--- src/core/slg_pkg.sv ---
package slg_pkg;
    localparam int ADDR_W = 16;
    localparam int PC_W = 23;
    localparam int PC_HI_W = 7;
    localparam logic [ADDR_W-1:0] STACK_FLOOR = 16'h0800;
    localparam logic [ADDR_W-1:0] WORD_STEP = 16'h0002;
    localparam logic [ADDR_W-1:0] SP_RESET = 16'h0800;
    localparam int LIMIT_LSB = 0;
    localparam logic [7:0] HI_ZERO = 8'h00;

    // operation requested by the core
    typedef enum logic [3:0] {
        SLG_OP_IDLE = 4'h1,
        SLG_OP_PUSH = 4'h2,
        SLG_OP_POP = 4'h4,
        SLG_OP_EA = 4'h8
    } slg_op_t;

    // source of a pushed word or word pair
    typedef enum logic [2:0] {
        SLG_SRC_DATA = 3'h1,
        SLG_SRC_CALL = 3'h2,
        SLG_SRC_EXC = 3'h4
    } slg_src_t;
endpackage

--- src/core/slg_stack_guard.sv ---
`timescale 1ns/1ns
// Contract
// [RULE_01] stack pointer holds first free word; stack grows upward
// [RULE_02] pop decrements before access; push increments after access
// [RULE_03] call pushes zero-extended program counter upper part
// [RULE_04] exception push puts status low byte above counter upper part
// [RULE_05] stack limit register has no reset value
// [RULE_06] stack limit bit 0 always reads zero; code clears it on each write, so it is unknown before the first write
// [RULE_07] stack-pointer-based addresses are compared with the limit
// [RULE_08] push at sp equal limit is fine; the next push traps
// [RULE_09] stack pointer below floor raises underflow trap
// [RULE_10] software avoids indirect stack read right after limit write
// [RULE_11] boot secure ram only for boot flash code when enabled
// [RULE_12] secure segment ram only for secure flash code when enabled
// [RULE_13] each error is one trap event and the access is not committed; a secure ram refusal only pulses ram_deny, with no stack_err trap
module slg_stack_guard (
    input wire logic clk, // core clock
    input wire logic nrst, // async reset, active low
    input wire logic ce, // clock enable
    input wire logic [3:0] op, // slg_op_t request
    input wire logic [2:0] push_src, // slg_src_t for pushes
    input wire logic [15:0] push_data, // data word to push
    input wire logic [22:0] pc, // program counter
    input wire logic [7:0] status_low_byte, // status byte for exceptions
    input wire logic [15:0] ea_in, // ea formed from stack pointer
    input wire logic lim_we, // stack limit write strobe
    input wire logic [15:0] lim_wdata, // stack limit write data
    input wire logic sp_we, // direct stack pointer write
    input wire logic [15:0] sp_wdata, // stack pointer write data
    input wire logic bs_en, // boot secure ram enable
    input wire logic [15:0] bs_lo, // boot secure ram start
    input wire logic [15:0] bs_hi, // boot secure ram end
    input wire logic ss_en, // secure segment ram enable
    input wire logic [15:0] ss_lo, // secure segment ram start
    input wire logic [15:0] ss_hi, // secure segment ram end
    input wire logic from_boot, // code in boot flash
    input wire logic from_secure, // code in secure flash
    output logic [15:0] stack_pointer_register, // current stack pointer
    output logic [15:0] stack_limit_register, // current stack limit
    output logic mem_we, // commit write to memory
    output logic mem_re, // commit read from memory
    output logic [15:0] mem_addr, // committed address
    output logic [31:0] mem_wdata, // pushed word pair, high word above
    output logic stack_err, // one-cycle stack error trap
    output logic ovf, // overflow cause flag
    output logic unf, // underflow cause flag
    output logic ram_deny // one-cycle secure ram refusal
);
    logic [15:0] sp_q, sp_d;
    logic [15:0] lim_q, lim_d;
    logic mwe_q, mwe_d, mre_q, mre_d;
    logic [15:0] madr_q, madr_d;
    logic [31:0] mwd_q, mwd_d;
    logic err_q, err_d, ovf_q, ovf_d, unf_q, unf_d, den_q, den_d;
    logic [15:0] ea;
    logic acc, deny_c, over, under;
    logic [15:0] pc_hi;
    logic pop_wrap;
    logic commit_ok;

    // pop decode for the wrap test
    function automatic logic is_pop(input logic [3:0] o);
        is_pop = (o == slg_pkg::SLG_OP_POP);
    endfunction

    // pointer advance of a push: one word for data, two for a counter pair
    function automatic logic [15:0] push_step(input logic [2:0] s);
        push_step = slg_pkg::WORD_STEP;
        if (s != slg_pkg::SLG_SRC_DATA) begin
            push_step = slg_pkg::WORD_STEP + slg_pkg::WORD_STEP;
        end
    endfunction

    // upper word of a counter push: zeros for a call, status byte for an exception
    function automatic logic [15:0] pair_hi(input logic [2:0] s, input logic [7:0] stat,
                                            input logic [6:0] top);
        pair_hi = {slg_pkg::HI_ZERO, 1'b0, top}; // see [RULE_03]
        if (s == slg_pkg::SLG_SRC_EXC) begin
            pair_hi = {stat, 1'b0, top}; // see [RULE_04]
        end
    endfunction

    // effective address for each operation
    always_comb begin
        ea = ea_in;
        acc = 1'b0;
        case (op)
            slg_pkg::SLG_OP_PUSH: begin
                ea = sp_q; // see [RULE_01]
                acc = 1'b1;
            end
            slg_pkg::SLG_OP_POP: begin
                ea = sp_q - slg_pkg::WORD_STEP; // see [RULE_02]
                acc = 1'b1;
            end
            slg_pkg::SLG_OP_EA: acc = 1'b1;
            default: acc = 1'b0;
        endcase
    end

    // a pop below one word would wrap its address past the floor test
    always_comb begin
        pop_wrap = is_pop(op) && (sp_q < slg_pkg::WORD_STEP);
    end

    // limit and floor compare
    always_comb begin
        over = acc && (ea > lim_q); // see [RULE_07] [RULE_08]
        under = acc && ((ea < slg_pkg::STACK_FLOOR) || pop_wrap); // see [RULE_09]
    end

    // an access commits only when no check refuses it
    always_comb begin
        commit_ok = !over && !under && !deny_c; // see [RULE_13]
    end

    slg_ram_gate u_gate (
        .addr(ea),
        .acc(acc),
        .bs_en(bs_en),
        .bs_lo(bs_lo),
        .bs_hi(bs_hi),
        .ss_en(ss_en),
        .ss_lo(ss_lo),
        .ss_hi(ss_hi),
        .from_boot(from_boot),
        .from_secure(from_secure),
        .deny(deny_c)
    );

    // pushed upper word formatting
    always_comb begin
        pc_hi = pair_hi(push_src, status_low_byte, pc[22:16]);
    end

    // next limit value; bit 0 is forced clear
    always_comb begin
        lim_d = lim_q;
        if (lim_we) begin
            lim_d = {lim_wdata[15:1], 1'b0}; // see [RULE_06]
        end
    end

    // next trap pulse and cause flags
    always_comb begin
        err_d = over || under; // see [RULE_13]
        ovf_d = over;
        unf_d = under;
        den_d = deny_c;
    end

    // next state of pointer and commit outputs
    always_comb begin
        sp_d = sp_q;
        mwe_d = 1'b0;
        mre_d = 1'b0;
        madr_d = ea;
        mwd_d = mwd_q;
        if (sp_we) begin
            sp_d = {sp_wdata[15:1], 1'b0};
        end else if (commit_ok) begin
            case (op)
                slg_pkg::SLG_OP_PUSH: begin
                    mwe_d = 1'b1;
                    sp_d = sp_q + push_step(push_src); // see [RULE_02]
                    if (push_src == slg_pkg::SLG_SRC_DATA) begin
                        mwd_d = {16'h0000, push_data};
                    end else begin
                        mwd_d = {pc_hi, pc[15:0]};
                    end
                end
                slg_pkg::SLG_OP_POP: begin
                    mre_d = 1'b1;
                    sp_d = ea; // see [RULE_02]
                end
                slg_pkg::SLG_OP_EA: begin
                    mre_d = 1'b1;
                end
                default: mre_d = 1'b0;
            endcase
        end
    end

    // registers; limit has no reset value
    always_ff @(posedge clk) begin
        if (ce) begin
            lim_q <= lim_d; // see [RULE_05]
        end
    end

    // registers with reset
    always_ff @(posedge clk or negedge nrst) begin
        if (!nrst) begin
            sp_q <= slg_pkg::SP_RESET;
            mwe_q <= 1'b0;
            mre_q <= 1'b0;
            madr_q <= 16'h0000;
            mwd_q <= 32'h0000_0000;
        end else if (ce) begin
            sp_q <= sp_d;
            mwe_q <= mwe_d;
            mre_q <= mre_d;
            madr_q <= madr_d;
            mwd_q <= mwd_d;
        end
    end

    // trap group registers
    always_ff @(posedge clk or negedge nrst) begin
        if (!nrst) begin
            err_q <= 1'b0;
            ovf_q <= 1'b0;
            unf_q <= 1'b0;
            den_q <= 1'b0;
        end else if (ce) begin
            err_q <= err_d;
            ovf_q <= ovf_d;
            unf_q <= unf_d;
            den_q <= den_d;
        end
    end

    assign stack_pointer_register = sp_q;
    assign stack_limit_register = lim_q;
    assign mem_we = mwe_q;
    assign mem_re = mre_q;
    assign mem_addr = madr_q;
    assign mem_wdata = mwd_q;
    assign stack_err = err_q;
    assign ovf = ovf_q;
    assign unf = unf_q;
    assign ram_deny = den_q;
endmodule

--- src/core/slg_ram_gate.sv ---
`timescale 1ns/1ns
// secure ram segment gating
module slg_ram_gate (
    input wire logic [15:0] addr, // effective address
    input wire logic acc, // access attempt
    input wire logic bs_en, // boot secure ram enable
    input wire logic [15:0] bs_lo, // boot segment ram start
    input wire logic [15:0] bs_hi, // boot segment ram end
    input wire logic ss_en, // secure segment ram enable
    input wire logic [15:0] ss_lo, // secure segment ram start
    input wire logic [15:0] ss_hi, // secure segment ram end
    input wire logic from_boot, // code runs from boot flash
    input wire logic from_secure, // code runs from secure flash
    output logic deny // access refused
);
    // range test used for both segments
    function automatic logic in_rng(input logic [15:0] a, input logic [15:0] lo,
                                    input logic [15:0] hi);
        in_rng = (a >= lo) && (a <= hi);
    endfunction

    // refuse foreign code in either segment
    always_comb begin
        deny = 1'b0;
        if (acc && bs_en && in_rng(addr, bs_lo, bs_hi) && !from_boot) begin
            deny = 1'b1; // see [RULE_11]
        end
        if (acc && ss_en && in_rng(addr, ss_lo, ss_hi) && !from_secure) begin
            deny = 1'b1; // see [RULE_12]
        end
    end
endmodule

--- config.mk ---
export PLATFORM = sky130hd
export DESIGN_NAME = slg_stack_guard
export DESIGN_NICKNAME = d
export VERILOG_FILES = /design/src/core/slg_pkg.sv /design/src/core/slg_stack_guard.sv /design/src/core/slg_ram_gate.sv
export SDC_FILE = /design/constraint.sdc
export NUM_CORES = 1
export LEC_CHECK = 0
export BUFFER_PORTS_ARGS = -buffer_cell sky130_fd_sc_hd__buf_2
export CORE_MARGIN = 2
export CORE_UTILIZATION = 52
export CTS_BUF_LIST = sky130_fd_sc_hd__clkbuf_4
export DETAILED_ROUTE_END_ITERATION = 10
export HOLD_SLACK_MARGIN = 0.05
export PLACE_DENSITY = 0.95
export SLEW_MARGIN = 20
export SYNTH_ARGS = -nofsm -noshare
export SYNTH_HDL_FRONTEND = slang
export SYNTH_SLANG_ARGS = --single-unit
--- constraint.sdc ---
create_clock -name clk -period 5.2 [get_ports clk]
set_input_delay 0.78 -clock clk [delete_from_list [all_inputs] [get_ports clk]]
set_output_delay 0.78 -clock clk [all_outputs]
set_load 0.01 [all_outputs]
==> results of run 1 <==
-- cells in the final DEF, fill, tap and decap left out, drive strengths merged, types with 9 or more instances in the layout --
cell type | netlist | routed
nor2 | 47 | 47
mux2i | 10 | 10
nor3 | 21 | 21
nor2b | 15 | 15
a21oi | 39 | 39
ha | 82 | 82
o211ai | 10 | 10
inv | 97 | 99
dfrtp | 68 | 68
a211oi | 15 | 15
clkbuf | 28 | 9
o21ai | 29 | 29
mux2 | 50 | 50
nand2b | 18 | 18
buf | 17 | 281
nand4 | 16 | 16
nand3 | 24 | 24
nand2 | 38 | 38
edfxtp | 15 | 15
-- kinds of logic (layout without fill, tap and decap cells) --
family,Yosys count,after routing,share of synthesized area (%)
muxes,60,60,10.5
buffers and inverters,142,394,8.31
adders and majority gates,83,83,14.8
DFF,84,84,30.9
AOI/OAI and AO/OA,174,174,17.4
and+or+nand+nor,218,218,16.7
xor gates and xnor gates,10,10,1.24
other,1,5,0.0532
-- worst max-delay path by stage --
stage / startpoint / to / slack, ps
2_1_floorplan: op[3] / stack_pointer_register[6] / 650
3_3_place_gp: op[2] / stack_pointer_register[2] / 350
3_5_place_dp: op[1] / stack_pointer_register[4] / 200
4_1_cts: stack_pointer_register[1] / stack_pointer_register[4] / 330
5_1_grt: stack_pointer_register[1] / stack_pointer_register[4] / 4
6_report: stack_pointer_register[1] / mem_wdata[14] / 230
-- critical path: stages, from the launching register on --
cell       delay [ps]
dfrtp_1           490
inv_1             160
ha_1              270
nor3b_1           320
nand2_1           180
nor2_1            150
xor2_1             80
a222oi_1          460
inv_1             310
ha_1              390
nand4_1           180
nor4_1            370
a32o_1            230
o21bai_1          110
a31oi_4           380
nand4bb_2         190
buf_12            230
mux2_4            320
-- layer usage --
layer / wire length (um) / vias to the layer above / global-route usage, %
met5: 11 / - / 0
met4: 880 / 2 / 12.8
met3: 1930 / 74 / 7.92
met2: 10700 / 383 / 51.0
met1: 8790 / 3251 / 36.4
li1: - / 3292 / -
-- power groups by stage --
stage	combinational [uW]	clock (uW)	sequential (uW)
6_report	866	399	872
5_1_grt	949	431	887
4_1_cts	859	402	871
3_5_place_dp	854	0	880
3_3_place_gp	818	0	878
2_1_floorplan	479	0	905
-- synthesized netlist by cell type (all sizes together), types with 4 or more instances --
| cell | number | area share (%) |
|---|---|---|
| inv | 97 | 5.2 |
| ha | 82 | 15 |
| dfrtp | 68 | 24 |
| mux2 | 50 | 9.1 |
| nor2 | 47 | 2.5 |
| a21oi | 39 | 2.8 |
| nand2 | 38 | 2.0 |
| o21ai | 29 | 2.1 |
| clkbuf | 28 | 1.5 |
| nand3 | 24 | 1.8 |
| nor3 | 21 | 1.6 |
| nand2b | 18 | 1.6 |
| buf | 17 | 1.7 |
| nand4 | 16 | 1.4 |
| a211oi | 15 | 1.6 |
| edfxtp | 15 | 6.4 |
| nor2b | 15 | 1.3 |
| mux2i | 10 | 1.4 |
| o211ai | 10 | 1.1 |
| a31oi | 8 | 0.92 |
| and3 | 8 | 0.71 |
| a222oi | 7 | 0.99 |
| xnor2 | 7 | 0.87 |
| a211o | 5 | 0.62 |
| a21o | 5 | 0.53 |
| a22o | 5 | 0.62 |
| nor4 | 5 | 0.66 |
| o21a | 5 | 0.53 |
| o22ai | 5 | 0.44 |
| or3 | 5 | 0.51 |
| a22oi | 4 | 0.43 |
| and2 | 4 | 0.36 |
| nor3b | 4 | 0.43 |
-- registers in the layout (all words and copies together) (netlist names), 15 cells and up --
signal                  cells
stack_pointer_register     16
stack_limit_register       15
mem_wdata                  31
mem_addr                   16
-- timing repair --
action / 4_1_cts / 5_1_grt
setup buffers: 0 / 0
endpoints found under the setup margin: 0 / 5
gates resized for setup: 0 / 1
-- metrics by stage --
stage | std cells | setup slack, ps | instance area, um2 | util [%] | power, uW
finish | 1204 | 230 | 8690 | 65.6 | 2140
detailed placement | 1185 | 199 | 8540 | 64.5 | 1730
global route | 1204 | 3.84 | 8690 | 65.6 | 2270
CTS | 1201 | 329 | 8680 | 65.6 | 2130
global placement | 1185 | 347 | 8540 | 64.5 | 1700
floorplan | 773 | 647 | 7050 | - | 1380
-- final cells by class --
type	instances	area (um2)	area share [%]
clock buffer	9	67.6	0.778
timing repair buffer	281	1480	17.0
multi-input combinational	547	4300	49.4
tap	176	220	2.53
clock inverter	7	73.8	0.850
sequential	84	2180	25.1
antenna	3	7.51	0.0864
inverter	97	364	4.19
==> impl_metrics.py, run 1 <==
metrics = {
    "status": {
        "status": "finished, final reports clean",
    },
    "clocking": {
        "cts_tree": "yes",
        "clk_pin_slew_worst_paths_ps": 150,
        "cts_root_buf": "clkbuf_4",
        "clock-sinks": 84,
        "clockBufferDepth": 2,
        "clock_latency_ps": 450,
        "numCtsBuffers": 9,
        "cts_hold_buf": 0,
        "htree_levels": 3,
    },
    "timing": {
        "fin_crit_sh_pct": 95.6,
        "finalSetupViolations": 0,
        "finalSetupTns_ps": 0,
        "fmax_ghz": 0.201,
        "drv_slew": 0,
        "tightest_slew_ps": 998,
        "rsz0062_at_grt": "no",
        "fin_hold_ws_ps": 154,
        "hold_violations": 0,
        "relSlewSlack_pct": 33.3,
        "period_needed_ps": 4970,
        "skew_ps": 21.4,
    },
    "critical_path": {
        "crit_type": "flop to flop",
        "regToRegEndpoint": "mem_wdata[14]",
        "crit_arrival_ps": 5300,
        "critPathMaxFanout": 32,
        "required_ps": 5530,
        "endpoint_kind": "flop",
        "startpoint_type": "flop",
        "r2r_slack_ps": 230,
        "r2r_cells": 17,
        "timing.rr.start": "stack_pointer_register[1]",
    },
    "logic_synthesis": {
        "synth_edf_count": 15,
        "synth_cells": 772,
        "synth_ff_type": "dfrtp_1",
        "ys_warn_count": 0,
        "netlist_area_um2": 7050,
        "syn_area_per_cell_um2": 9.13,
        "ys_seq_elements": 84,
        "ys_async_sr_fraction_pct": 82.1,
        "yosysUniqueCellTypes": 78,
        "synth_seq_area_share_pct": 30.9,
    },
    "hold_path": {
        "min_path_type": "input pin to async pin",
    },
    "pwr": {
        "pwr-share-comb_pct": 40.5,
        "p_leak_uw": 0.00450,
        "ir_drop_mv": 0.192,
        "swShare_pct": 38.2,
        "power.switching_uw": 817,
        "clockPowerShare_pct": 18.7,
        "power_density_nw_per_um2": 246,
        "power.internal_uw": 1320,
        "p_seq_share_pct": 40.8,
    },
    "grt": {
        "grt_pass1_vias": 6836,
        "grt_util_all_layers_pct": 30.2,
        "grt_overflow": 0,
        "grt_max_degree": 62,
        "grt_pass1_wl_um": 34200,
        "antenna_found_initial": 4,
    },
    "floorplan": {
        "core_um2": 13200,
        "rows": 42,
        "ios": 261,
        "die-height_um": 120,
        "dieArea_um2": 14500,
        "start_util_pct": 53.2,
        "fp.dieW_um": 120,
    },
    "routing": {
        "wl_um": 22300,
        "drt-initial-drc-count": 438,
        "drc_errors": 0,
        "dr.pass1.iters": 6,
        "post_drt_wl_per_cell_um": 18.5,
        "vias_per_cell": 5.82,
        "ant_nets": 0,
        "num_vias": 7002,
    },
    "layout": {
        "areaGrowthSynthToFinish_pct": 23.3,
        "drive_above_1_share_pct": 35.8,
        "fillers": 1095,
        "nNetsFinal": 1278,
    },
    "place": {
        "port_buffers": 256,
        "dp_hpwl_um": 17300,
        "gp_congestion": 0.958,
    },
    "flow_run": {
        "drv_cap": 0,
    },
}
No activity file was read; power rests on OpenSTA's default activity.
==> inputs of run 2 (changes only) <==
==> constraint.sdc (replaced) <==
create_clock -name clk -period 5.1 [get_ports clk]
set_input_delay 0.765 -clock clk [delete_from_list [all_inputs] [get_ports clk]]
set_output_delay 0.765 -clock clk [all_outputs]
set_load 0.01 [all_outputs]
==> run 2 against run 1 <==
Effect of this change:
- final area rose by 0.42%
- hold slack got worse by 54 ps
- non-clock buffer count rose by 2
- critical path type unchanged
- largest cell class unchanged
==> impl_metrics.py, run 2 (synthesis results as in run 1) <==
metrics = {
    "status": {
        "status": "finished, final reports clean",
    },
    "timing": {
        "finalSetupTns_ps": 0,
        "fmax_ghz": 0.209,
        "skew_ps": 24.9,
        "period_needed_ps": 4780,
        "fin_hold_ws_ps": 100,
        "relSlewSlack_pct": 39.9,
        "fin_crit_sh_pct": 93.6,
        "drv_slew": 0,
        "finalSetupViolations": 0,
        "tightest_slew_ps": 899,
        "rsz0062_at_grt": "no",
        "hold_violations": 0,
    },
    "clocking": {
        "clk_pin_slew_worst_paths_ps": 150,
        "htree_levels": 3,
        "clock_latency_ps": 460,
        "cts_root_buf": "clkbuf_4",
        "numCtsBuffers": 9,
        "clock-sinks": 84,
        "clockBufferDepth": 2,
        "post-cts-setup-buffers": 0,
        "cts_tree": "yes",
    },
    "critical_path": {
        "r2r_slack_ps": 320,
        "critPathMaxFanout": 32,
        "endpoint_kind": "flop",
        "r2r_cells": 17,
        "timing.rr.start": "stack_pointer_register[1]",
        "crit_arrival_ps": 5110,
        "required_ps": 5440,
        "startpoint_type": "flop",
        "critPathLaunch": "stack_pointer_register[1]",
        "crit_type": "flop to flop",
    },
    "floorplan": {
        "ios": 261,
        "core_um2": 13200,
        "rows": 42,
        "die-height_um": 120,
        "dieArea_um2": 14500,
        "fp.dieW_um": 120,
        "start_util_pct": 53.2,
    },
    "place": {
        "place_area_um2": 8550,
        "port_buffers": 256,
        "dp_hpwl_um": 17200,
        "gp_congestion": 0.958,
    },
    "routing": {
        "drt-initial-drc-count": 469,
        "dr.pass1.iters": 6,
        "wl_um": 22000,
        "ant_nets": 0,
        "vias_per_cell": 5.85,
        "post_drt_wl_per_cell_um": 18.3,
        "num_vias": 7053,
        "drc_errors": 0,
    },
    "pwr": {
        "power_uw": 2200,
        "p_leak_uw": 0.00452,
        "ir_drop_mv": 0.237,
        "power_density_nw_per_um2": 252,
    },
    "layout": {
        "areaGrowthSynthToFinish_pct": 23.9,
        "fillers": 1058,
        "fin_util_pct": 65.9,
        "drive_above_1_share_pct": 36.1,
        "final_cell_mix": "buf_2, inv_1, ha_1",
        "largest_register_ffs": 31,
        "fin_area_um2": 8730,
        "nNetsFinal": 1280,
        "final_common_cell": "buf_2",
    },
    "grt": {
        "grt_pass1_wl_um": 34900,
        "grt_pass1_vias": 7177,
        "grt_util_all_layers_pct": 30.5,
        "antenna_found_initial": 3,
        "grt_max_degree": 65,
        "grt_overflow": 0,
    },
    "flow_run": {
        "drv_cap": 0,
    },
    "hold_path": {
        "min_path_type": "input pin to async pin",
    },
}
==> run 2: changes by cell type in the layout (fill, tap and decap cells not counted) <==
cell / change
nor3b_1: -1
clkinv_1: -1
clkinv_4: +1
o311a_2: -1
o311a_4: +1
clkinvlp_4: -1
nor3b_2: +1
inv_8: +1
buf_4: +2
diode_2: -1
==> run 2: what timing repair did <==
item	CTS	global route
hold buffers	0	0
gates resized for setup	0	2
setup endpoints to repair	0	37
==> run 2: report_power, final <==
part | internal [uW] | leakage [uW] | switching (uW) | total [uW]
Sequential | 790 | 0.000979 | 100 | 890
Clock | 157 | 0.0000751 | 267 | 424
Combinational | 409 | 0.00346 | 476 | 885
Total | 1360 | 0.00452 | 842 | 2200
==> run 2: stage by stage <==
| stage | worst slack, ps | instances |
|---|---|---|
| global route | 42.9 | 1205 |
| global placement | 326 | 1187 |
| floorplan | 562 | 773 |
| CTS | 290 | 1203 |
| detailed placement | 252 | 1187 |
| finish | 325 | 1205 |
==> run 2: layer usage <==
metal	global-route usage [%]	share of wire (%)	vias up
met3	6.84	9.3	73
met4	14.4	4.1	2
met5	0	0.032	-
met2	51.0	48	392
met1	37.2	39	3295
li1	-	-	3291
==> run 2: path summary, 6_finish.rpt <==
path | endpoint
max | mem_wdata[17]
min | mem_wdata[30]
max reg2reg | mem_wdata[17]
min reg2reg | unf
max in group asynchronous | stack_err
min in group clk | stack_limit_register[13]
==> run 2: critical path, cell delays in order (launching register included) <==
cell and delay [ps]:
dfrtp_1 490, inv_1 160, ha_1 270, nor3b_2 220, nand2_1 160, nor2_1 160, xor2_1 80, a222oi_1 400
inv_1 250, ha_1 370, a21oi_1 170, o21ai_0 200, or4b_1 590, o211ai_1 150, o31a_1 260, nand4bb_2 170
buf_12 230, mux2_4 320
==> run 2: cell type report <==
class                      count  area (um2)  area share, %
multi-input combinational    547        4310           49.4
sequential                    84        2180           25.0
clock inverter                 7        82.6          0.946
clock buffer                   9        67.6          0.774
timing repair buffer         283        1500           17.1
inverter                      97         364           4.17
tap                          176         220           2.52
antenna                        2        5.00         0.0574
==> inputs of run 3 (changes only) <==
--- a/config.mk
+++ b/config.mk
@@ -7,11 +7,11 @@
 export LEC_CHECK = 0
 export BUFFER_PORTS_ARGS = -buffer_cell sky130_fd_sc_hd__buf_2
 export CORE_MARGIN = 2
-export CORE_UTILIZATION = 52
+export CORE_UTILIZATION = 47
 export CTS_BUF_LIST = sky130_fd_sc_hd__clkbuf_4
 export DETAILED_ROUTE_END_ITERATION = 10
 export HOLD_SLACK_MARGIN = 0.05
-export PLACE_DENSITY = 0.95
+export PLACE_DENSITY = 0.92
 export SLEW_MARGIN = 20
 export SYNTH_ARGS = -nofsm -noshare
 export SYNTH_HDL_FRONTEND = slang
==> constraint.sdc (replaced) <==
create_clock -name clk -period 4.02 [get_ports clk]
set_input_delay 0.603 -clock clk [delete_from_list [all_inputs] [get_ports clk]]
set_output_delay 0.603 -clock clk [all_outputs]
set_load 0.01 [all_outputs]
==> run 3 against run 2 <==
Effect of this change:
- the flow now finishes with violations (setup timing)
- sequential cell count unchanged
- clock-buffer cell count increased by 1
- via count increased by 6.3%
- clock skew decreased by 4.0 ps
- worst setup slack got worse by 530 ps
- hold slack improved by 130 ps
- critical path depth increased by 2
- largest cell class unchanged
- highest routed layer is now met4
==> impl_metrics.py, run 3 (synthesis results as in run 1) <==
metrics = {
    "status": {
        "status": "finished with violations",
        "violations": "setup timing",
    },
    "critical_path": {
        "startpoint_type": "flop",
        "crit_type": "flop to flop",
        "required_ps": 4370,
        "endpoint_kind": "flop",
        "r2r_cells": 19,
        "max_stage_delay_ps": 540,
        "cp_slowest_cell": "or4b_4",
        "path_common_cell": "ha_4",
        "crit_buf_inv": 5,
        "critPathMaxFanout": 6,
        "path_depth": 19,
        "crit_arrival_ps": 4580,
        "cp_top_family": "simple AND/OR/NAND/NOR gates",
        "crit_path_cell_trace": "inv_2, ha_4, nor3b_4, nand2_2, nor2_2, xor2_1, a222oi_1, buf_4, clkinvlp_4, ha_4, a21oi_2, o21ai_2, or4b_4, o211ai_1, o31a_1, nand4bb_4, buf_12, buf_16, mux2_4",
    },
    "layout": {
        "nNetsFinal": 1376,
        "final_cell_mix": "buf_2, buf_4, inv_1",
        "drive_above_1_share_pct": 44.9,
        "largest_register_ffs": 31,
        "areaGrowthSynthToFinish_pct": 39.4,
        "final_common_cell": "buf_2",
        "fillers": 1191,
    },
    "routing": {
        "wl_um": 23900,
        "drc_errors": 0,
        "post_drt_wl_per_cell_um": 18.2,
        "num_vias": 7498,
        "ant_nets": 0,
        "dr.pass1.iters": 6,
        "drt-initial-drc-count": 564,
        "vias_per_cell": 5.72,
    },
    "grt": {
        "grt_pass1_vias": 7528,
        "grt_util_all_layers_pct": 29.2,
        "antenna_found_initial": 3,
        "grt_overflow": 0,
        "grt_pass1_wl_um": 37400,
        "grt_max_degree": 70,
    },
    "pwr": {
        "swShare_pct": 35.9,
        "clockPowerShare_pct": 20.4,
        "pwr-share-comb_pct": 44.4,
        "p_leak_uw": 0.00507,
        "power.internal_uw": 1990,
        "power.switching_uw": 1110,
        "power_density_nw_per_um2": 316,
        "p_seq_share_pct": 35.2,
        "ir_drop_mv": 0.377,
    },
    "timing": {
        "worst_slack_ps": -210,
        "finalSetupViolations": 47,
        "period_needed_ps": 4230,
        "relSlewSlack_pct": 40.3,
        "tightest_slew_ps": 896,
        "skew_ps": 20.9,
        "fin_crit_sh_pct": 105,
        "fin_hold_ws_ps": 234,
        "rsz0062_at_grt": "yes",
        "hold_violations": 0,
        "fmax_ghz": 0.236,
        "drv_slew": 0,
    },
    "clocking": {
        "clockBufferDepth": 2,
        "htree_levels": 3,
        "cts_tree": "yes",
        "clock_latency_ps": 450,
        "cts_root_buf": "clkbuf_4",
        "clock-sinks": 84,
        "cts_hold_buf": 0,
        "numCtsBuffers": 9,
        "clk_pin_slew_worst_paths_ps": 140,
    },
    "floorplan": {
        "die-height_um": 126,
        "ios": 261,
        "fp.dieW_um": 126,
        "dieArea_um2": 16000,
        "rows": 44,
        "start_util_pct": 48.3,
        "core_um2": 14600,
    },
    "place": {
        "dp_hpwl_um": 18400,
        "port_buffers": 256,
        "gp_congestion": 0.917,
        "place_ws_ps": -395,
    },
    "flow_run": {
        "drv_cap": 0,
    },
    "hold_path": {
        "min_path_type": "input pin to async pin",
    },
}
## run 3: cell types whose count changed in the layout (fill, tap and decap cells not counted), sizes merged
| cell | change |
|---|---|
| bufinv | +2 |
| clkinvlp | +2 |
| clkinv | -1 |
| buf | +96 |
| inv | -4 |
| clkbuf | +1 |
| diode | +1 |
## run 3: final cells by class
type / instances / area, um2 / share of cell area [%]
multi-input cells: 547 / 4530 / 46.1
repair buffers: 379 / 2320 / 23.6
flip-flops and latches: 84 / 2180 / 22.2
inverters: 97 / 368 / 3.75
well taps: 184 / 230 / 2.34
clock inverters: 6 / 113 / 1.15
clock buffers: 10 / 75.1 / 0.764
diodes: 3 / 7.51 / 0.0764
## run 3: final timing paths
path | from | endpoint | slack [ps]
worst max register to register | stack_pointer_register[2] | mem_wdata[13] | -210
max in group asynchronous | nrst | stack_pointer_register[4] | 3160
worst min register to register | stack_err | stack_err | 510
min in group clk | lim_wdata[4] | stack_limit_register[4] | 320
worst min-delay path | nrst | stack_pointer_register[15] | 230
worst max-delay path | stack_pointer_register[2] | mem_wdata[13] | -210
## run 3: what timing repair did
item / 4_1_cts / 5_1_grt
resized for setup: 30 / 14
setup buffers: 9 / 7
cloned: 2 / 0
endpoints found under the setup margin: 48 / 48
pin swaps: 7 / 15
## run 3: power groups by stage
stage / registers [uW] / logic (uW) / clock network (uW)
detailed placement: 1100 / 1300 / 0
floorplan: 1170 / 640 / 0
finish: 1090 / 1380 / 633
global route: 1110 / 1500 / 679
global placement: 1100 / 1250 / 0
CTS: 1090 / 1330 / 646
## run 3: routing by layer
| layer | up-vias | routed length [um] | global-route usage, % |
|---|---|---|---|
| met1 | 3574 | 9750 | 36.4 |
| met2 | 372 | 11500 | 50.2 |
| met5 | - | 0 | 0 |
| met4 | 0 | 904 | 12.3 |
| met3 | 64 | 1700 | 4.98 |
| li1 | 3488 | - | - |
## run 3: metrics by stage
stage	total power [uW]	setup TNS [ps]	std cells	utilization (%)	area [um2]
4_1_cts	3070	-2930	1300	66.4	9690
2_1_floorplan	1810	-1570	773	-	7170
6_report	3110	-5600	1310	67.3	9820
5_1_grt	3290	-13380	1310	67.3	9820
3_5_place_dp	2400	-16210	1273	63.5	9260
3_3_place_gp	2350	-15580	1273	63.5	9260
